===== config.mk =====
export PLATFORM = sky130hd
export DESIGN_NAME = light_sensor_integration_timing
export DESIGN_NICKNAME = d
export VERILOG_FILES = /design/src/core/light_sensor_integration_timing.v
export VERILOG_INCLUDE_DIRS = /design/src /design/src/core
export SDC_FILE = /design/constraint.sdc
export NUM_CORES = 1
export LEC_CHECK = 0
export BUFFER_PORTS_ARGS = -buffer_cell sky130_fd_sc_hd__clkbuf_2
export CORE_ASPECT_RATIO = 0.6
export CORE_UTILIZATION = 29
export DETAILED_ROUTE_END_ITERATION = 7
export GPL_TIMING_DRIVEN = 0
export HOLD_SLACK_MARGIN = 0.06
export PLACE_DENSITY = 0.42
export SYNTH_ARGS = -nofsm -noshare
export SYNTH_HDL_FRONTEND = slang
export SYNTH_SLANG_ARGS = --single-unit

===== constraint.sdc =====
create_clock -name clk -period 8.1 [get_ports clk]
set_input_delay 0.405 -clock clk [delete_from_list [all_inputs] [get_ports clk]]
set_output_delay 0.405 -clock clk [all_outputs]
set_load 0.05 [all_outputs]

===== src/core/light_timing_regs.vh =====
// Constants for the integration timing and conversion sequencer
`ifndef LIGHT_TIMING_REGS_VH
`define LIGHT_TIMING_REGS_VH

// Read-out addresses of the result bytes
`define ADDR_DATA_LOW     3'h4
`define ADDR_DATA_HIGH    3'h5
`define ADDR_TIMER_LOW    3'h6
`define ADDR_TIMER_HIGH   3'h7

// Command register field positions (address 00h)
`define CMD_EXT_TIMING_BIT   5
`define CMD_RES_MSB          1
`define CMD_RES_LSB          0
// Control register field positions (address 01h)
`define CTRL_RANGE_MSB       3
`define CTRL_RANGE_LSB       2

// Resolution codes and cycle exponents m
`define RES_CODE_16       2'h0
`define RES_CODE_12       2'h1
`define RES_CODE_8        2'h2
`define RES_CODE_4        2'h3
`define RES_EXP_16        5'h10
`define RES_EXP_12        5'h0C
`define RES_EXP_8         5'h08
`define RES_EXP_4         5'h04

// Timing: system clock and nominal fast oscillator rate
`define CLK_FREQ_KHZ      125000
`define OSC_FAST_KHZ      684
`define OSC_FAST_DIV      (`CLK_FREQ_KHZ / `OSC_FAST_KHZ)

// Reset values
`define RST_DATA          16'h0000
`define RST_TIMER         16'h0000

`endif


===== src/core/light_sensor_integration_timing.v =====
// Integration timing and two-diode conversion sequencer of a light sensor
// Function
// - Low two ranges run oscillator at half speed
// - Command bit 5 selects internal or external timing
// - Internal conversion lasts 2^m cycles, m=4/8/12/16
// - Resolution from command bits 1 and 0
// - Three sync commands sequence diode one, two
// - Integration time is both intervals, in timer
// - External count follows host interval, 16-bit counter
// - Oscillator identical in both timing modes
// - Convert both diodes in turn, output difference
// - Timer counts each cycle, bytes at 6, 7
// - Data register updated after every integration
// - Gain range from control bit 3 only, bit 2 unused
`timescale 1ns/1ps
`default_nettype none
`include "light_timing_regs.vh"

module light_sensor_integration_timing #(
   parameter OSC_DIV = `OSC_FAST_DIV
) (
   // Clock and reset
   input  wire        clk,
   input  wire        rst_b,
   // Configuration from the command and control registers
   input  wire [7:0]  cmdReg,
   input  wire [7:0]  ctrlReg,
   // Host sync command, one-cycle pulse from bus logic on clk
   input  wire        syncCmd,
   // Charge-balance pulses from the two diode modulators (asynchronous)
   input  wire        visibleIrDiodePulse,
   input  wire        irOnlyDiodePulse,
   // Byte read-out
   input  wire [2:0]  readAddr,
   output reg  [7:0]  readData,
   // Results
   output reg  [15:0] ambientLightOutput,
   output reg  [15:0] integrationCycleCount,
   output reg         dataReady,
   output reg         convertingIrOnly,
   output reg         oscTick
);

   ////////////////////////////////////////////////////////////////////////
   localparam [2:0] ST_IDLE   = 3'b001;
   localparam [2:0] ST_DIODE1 = 3'b010;
   localparam [2:0] ST_DIODE2 = 3'b100;
   // Full-width terms first, then cut to the divider width on purpose
   localparam [31:0] DIV_FAST_W = OSC_DIV - 1;
   localparam [31:0] DIV_SLOW_W = 2 * OSC_DIV - 1;
   localparam [9:0] DIV_FAST  = DIV_FAST_W[9:0];
   localparam [9:0] DIV_SLOW  = DIV_SLOW_W[9:0];

   // Last oscillator count of a conversion for a resolution code
   function [16:0] lastCycle;
      input [1:0] res;
      reg   [4:0] m;
      begin
         m = `RES_EXP_4;
         if (res == `RES_CODE_16) begin
            m = `RES_EXP_16;
         end else if (res == `RES_CODE_12) begin
            m = `RES_EXP_12;
         end else if (res == `RES_CODE_8) begin
            m = `RES_EXP_8;
         end
         lastCycle = (17'h00001 << m) - 17'h00001;
      end
   endfunction

   // Counter that sticks at full scale rather than wrap
   function [15:0] satInc;
      input [15:0] v;
      begin
         satInc = (v == 16'hFFFF) ? v : v + 16'h0001;
      end
   endfunction

   ////////////////////////////////////////////////////////////////////////
   // Asynchronous diode pulses: two stages, then an edge stage
   reg  [2:0]  visSync_q;
   reg  [2:0]  irSync_q;
   wire        visEdge = visSync_q[1] & ~visSync_q[2];
   wire        irEdge  = irSync_q[1] & ~irSync_q[2];

   always @(posedge clk or negedge rst_b) begin
      if (!rst_b) begin
         visSync_q <= 3'h0;
         irSync_q  <= 3'h0;
      end else begin
         visSync_q <= {visSync_q[1:0], visibleIrDiodePulse};
         irSync_q  <= {irSync_q[1:0], irOnlyDiodePulse};
      end
   end

   ////////////////////////////////////////////////////////////////////////
   // Oscillator, same in both timing modes; speed follows the latched range
   reg  [9:0]  oscDiv_q;
   reg         rangeFast_q;
   wire [9:0]  divLast = rangeFast_q ? DIV_FAST : DIV_SLOW;
   wire        tick    = (oscDiv_q >= divLast);

   always @(posedge clk or negedge rst_b) begin
      if (!rst_b) begin
         oscDiv_q <= 10'h000;
         oscTick  <= 1'b0;
      end else begin
         oscDiv_q <= tick ? 10'h000 : oscDiv_q + 10'h001;
         oscTick  <= tick;
      end
   end

   ////////////////////////////////////////////////////////////////////////
   // Conversion sequencer
   wire        extMode  = cmdReg[`CMD_EXT_TIMING_BIT];
   wire [1:0]  resSel   = cmdReg[`CMD_RES_MSB:`CMD_RES_LSB];
   wire        rangeHi  = ctrlReg[`CTRL_RANGE_MSB];

   reg  [2:0]  state_q;
   reg         extMode_q;
   reg  [1:0]  res_q;
   reg  [16:0] convCnt_q;
   reg  [15:0] timer_q;
   reg  [15:0] countVis_q;
   reg  [15:0] countIr_q;

   // Internal conversion ends on the tick that completes 2^m cycles
   wire        intDone = ~extMode_q & tick & (convCnt_q == lastCycle(res_q));
   wire        stepNow = extMode_q ? syncCmd : intDone;
   wire        modeChg = (extMode != extMode_q);
   wire [15:0] timerNext = tick ? timer_q + 16'h0001 : timer_q;

   always @(posedge clk or negedge rst_b) begin
      if (!rst_b) begin
         state_q               <= ST_IDLE;
         extMode_q             <= 1'b0;
         res_q                 <= `RES_CODE_16;
         rangeFast_q           <= 1'b0;
         convCnt_q             <= 17'h00000;
         timer_q               <= `RST_TIMER;
         countVis_q            <= 16'h0000;
         countIr_q             <= 16'h0000;
         ambientLightOutput    <= `RST_DATA;
         integrationCycleCount <= `RST_TIMER;
         dataReady             <= 1'b0;
         convertingIrOnly      <= 1'b0;
      end else begin
         dataReady <= 1'b0;
         if (modeChg) begin
            // A timing mode change abandons the measurement in flight
            extMode_q        <= extMode;
            state_q          <= ST_IDLE;
            convertingIrOnly <= 1'b0;
         end else begin
            case (state_q)
               ST_IDLE: begin
                  if (!extMode_q || syncCmd) begin
                     state_q     <= ST_DIODE1;
                     res_q       <= resSel;
                     rangeFast_q <= rangeHi;
                     convCnt_q   <= 17'h00000;
                     timer_q     <= 16'h0000;
                     countVis_q  <= 16'h0000;
                  end
               end
               ST_DIODE1: begin
                  if (visEdge) begin
                     countVis_q <= satInc(countVis_q);
                  end
                  timer_q   <= timerNext;
                  convCnt_q <= tick ? convCnt_q + 17'h00001 : convCnt_q;
                  if (stepNow) begin
                     // Second interval uses the same settings as the first
                     state_q          <= ST_DIODE2;
                     convCnt_q        <= 17'h00000;
                     countIr_q        <= 16'h0000;
                     convertingIrOnly <= 1'b1;
                  end
               end
               ST_DIODE2: begin
                  if (irEdge) begin
                     countIr_q <= satInc(countIr_q);
                  end
                  timer_q   <= timerNext;
                  convCnt_q <= tick ? convCnt_q + 17'h00001 : convCnt_q;
                  if (stepNow) begin
                     // Publish and restart at once with fresh settings
                     ambientLightOutput    <= countVis_q - countIr_q;
                     integrationCycleCount <= timerNext;
                     dataReady             <= 1'b1;
                     convertingIrOnly      <= 1'b0;
                     state_q               <= ST_DIODE1;
                     res_q                 <= resSel;
                     rangeFast_q           <= rangeHi;
                     convCnt_q             <= 17'h00000;
                     timer_q               <= 16'h0000;
                     countVis_q            <= 16'h0000;
                  end
               end
               default: begin
                  state_q <= ST_IDLE;
               end
            endcase
         end
      end
   end

   ////////////////////////////////////////////////////////////////////////
   // Byte read-out of the latest reading; other addresses read zero
   always @(posedge clk or negedge rst_b) begin
      if (!rst_b) begin
         readData <= 8'h00;
      end else if (readAddr == `ADDR_DATA_LOW) begin
         readData <= ambientLightOutput[7:0];
      end else if (readAddr == `ADDR_DATA_HIGH) begin
         readData <= ambientLightOutput[15:8];
      end else if (readAddr == `ADDR_TIMER_LOW) begin
         readData <= integrationCycleCount[7:0];
      end else if (readAddr == `ADDR_TIMER_HIGH) begin
         readData <= integrationCycleCount[15:8];
      end else begin
         readData <= 8'h00;
      end
   end

endmodule // light_sensor_integration_timing
`default_nettype wire


==> results.toml <==
[status]
status = "finished clean"

[clock_tree]
cts_num_sinks = 131
cts_made_buffers = 17
path_clk_slew_ns = 0.06
cts_tree = "done"
cts-resized-gates = 0
ctsLongestPathBuffers = 2
insertion_delay_ns = 0.44
clock-root-buffer = "clkbuf_16"
htreeDepth = 4

[power_and_ir_drop]
power_density_nw_per_um2 = 235
internal_power_mw = 1.38
p_switching_mw = 0.718
peakVddDrop_v = 0.000110
power.total_mw = 2.10
p_leak_nw = 3.74
seqPwrFrac = 0.365
sw_frac_of_total = 0.342
pwr-share-comb = 0.245
pwr-share-clk = 0.390

[logic_synthesis]
synth.distinct_cells = 73
synthAdderAreaFrac = 0.0490
synth_top_family_by_area = "simple AND/OR/NAND/NOR gates"
avgSynthCellArea_um2 = 9.53
syn_nets = 847
synth-edff-count = 0
muxShareOfSynthArea = 0.0541
synth-xor-area-share = 0.0579
synth_top_area_share = 0.430
synthSimpleGateAreaFrac = 0.203
synth_seq_cells = 131
synth_compound_area_frac = 0.162
async_reset_ff_frac = 1.00
seq_area_frac_synth = 0.434
synth_area_leaders = "dfrtp_1 43%, ha_1 4.6%, xnor2_1 4.6%"
synth_area_um2 = 7560
synthFlopType = "dfrtp_1"
yosysTopAreaCell = "dfrtp_1"
yosys_warnings = 0
synth_cells = 794

[critical_path]
ff2ff_path_depth = 11
critPathLaunch = "rangeFast_q"
path_cells = "inv_1 > ha_1 > a21oi_1 > nand3b_1 > o21ai_1 > inv_2 > a21boi_2 > buf_2 > clkbuf_1 > o21ai_0 > o211ai_1"
worst_path_dominant_cell_family = "compound AO/OA/AOI/OAI gates"
critPathMaxFanout = 10
crit_path_max_incr_delay_ns = 0.67
required_ns = 8.45
path_depth = 11
cp.arrival_ns = 4.45
worst-setup-path-type = "reg -> reg"
worst-path-buf-inv = 4
r2r-start = "rangeFast_q"
reg2reg_setup_slack_ns = 4.00
cp-end-kind = "flop"
worst_path_max_delay_cell = "o21ai_1"
start_kind = "flop"

[timing]
clock.fmax_mhz = 244
post-route-period-util = 0.506
slew_viol_final = 0
worst_slew_pin_slew_ns = 1.03
hold_ws_ns = 0.202
final.setup_skew_ns = 0.00974
slew_headroom = 0.309
fin_tns_setup_ns = 0
finalCriticalPeriod_ns = 4.10
setup_viol = 0
rsz0062_at_grt = "false"
hold_viol = 0

[global_routing]
grt_util_met3 = 0.0452
grt_pass1_vias = 6046
overflow = 0
use_met2 = 0.219
track_usage = 0.191
antenna_found_initial = 0
grt.busiest_layer = "met1"
gr-usage-met1 = 0.330
grt_first_pass_wirelength_um = 38100
grt_max_degree = 76

[floorplanning]
io_pins = 67
rows = 45
die-area_um2 = 26800
chipHeight_um = 127
initial_core_util = 0.297
die_w_um = 210
coreArea_um2 = 25400

[final_layout]
multi_input_area_um2 = 3980
layout_common_cells = "130 x dfrtp_1, 70 x nor2_1, 51 x clkbuf_2, 49 x nand2_1, 41 x a21oi_1"
num-fill-cells = 2629
seqCellArea_um2 = 3280
final_nets = 922
fin_util = 0.351
drive_gt1_frac = 0.133
syn2layout_area_growth_pct = 18.2
final_common_cell = "dfrtp_1"

[run]
max-cap-violations = 0

[route]
route.detailed.drc = 0
num_vias = 6412
wl_per_cell_um = 19.5
drt_iter0_drc = 603
dr.pass1.iters = 5
routed_via_density = 5.20
wirelength_um = 24000
final_antenna_net_count = 0

[placed_design]
dp_hpwl_um = 17900
place.gp.congestion = 0.852
port_buffers = 52

[hold_path]
whs_path_depth = 2
hold_class = "in -> reg"
min-delay-start = "cmdReg[0]"
[flip-flops by register name (all words and copies together), names as in the netlist, 2 cells and up]
register               cells
res_q                      2
ambientLightOutput        16
countVis_q                16
irSync_q                   3
convCnt_q                 17
timer_q                   16
oscDiv_q                  10
readData                   8
countIr_q                 16
integrationCycleCount     16
state_q                    3
visSync_q                  3
[power groups by stage]
stage | combinational (mW) | sequential [mW] | clock [mW]
4_1_cts | 0.516 | 0.765 | 0.843
3_5_place_dp | 0.512 | 0.777 | 0
2_1_floorplan | 0.307 | 0.789 | 0
3_3_place_gp | 0.513 | 0.779 | 0
6_report | 0.515 | 0.767 | 0.821
5_1_grt | 0.578 | 0.776 | 0.873
[metal layers]
layer / up-vias / part of all wire
met2: 196 / 0.35
li1: 3081 / -
met4: 0 / 0.0085
met1: 3122 / 0.58
met3: 13 / 0.061
met5: - / 0
[synth_stat cells, drive strengths merged (6+ instances only)]
library cell  instances
nand4                22
xnor2                40
dfrtp               130
mux2i                 6
a31oi                 8
nand2b               11
xor2                 10
nand2                50
and3                  9
nor2                 71
buf                   7
and2                 13
nor3                 21
or3                  10
a21oi                41
or4                  14
ha                   28
inv                  39
mux4                  8
nor4                 16
nand3                31
clkbuf               28
o211ai               11
o22ai                 8
mux2                 15
o21ai                51
o31ai                17
[worst paths after layout]
| check | endpoint |
|---|---|
| hold / removal | res_q[0] |
| max in group asynchronous | state_q[0] |
| min in group asynchronous | oscDiv_q[7] |
| setup / recovery | timer_q[2] |
| setup reg to reg | timer_q[2] |
| hold reg to reg | irSync_q[1] |
[area by class of cell]
class / count / area share
Antenna cell: 1 / 0.000280
Buffer: 35 / 0.0168
Clock buffer: 20 / 0.0500
Clock inverter: 11 / 0.0179
Inverter: 40 / 0.0172
Multi-Input combinational cell: 588 / 0.445
Sequential cell: 131 / 0.367
Tap cell: 352 / 0.0493
Timing Repair Buffer: 56 / 0.0365
[logic make-up after synthesis]
family,after synthesis
and+or+nand+nor,293
AOI/OAI and AO/OA,187
DFF,131
buffers and inverters,75
xor gates and xnor gates,50
muxes,29
adders and majority gates,29
[stage by stage]
stage | std cells | setup slack [ns] | cell area [um2]
6_report | 1234 | 4.00 | 8940
4_1_cts | 1233 | 4.06 | 8940
5_1_grt | 1233 | 3.72 | 8940
3_5_place_dp | 1199 | 4.07 | 8300
3_3_place_gp | 1198 | 4.02 | 8260
2_1_floorplan | 794 | 5.51 | 7560
[timing repair]
action                                 in CTS  in global routing
hold buffers                                3                  0
endpoints found under the hold margin      58                  0
setup buffers                               0                  0
(Power assumes the default switching activity.)
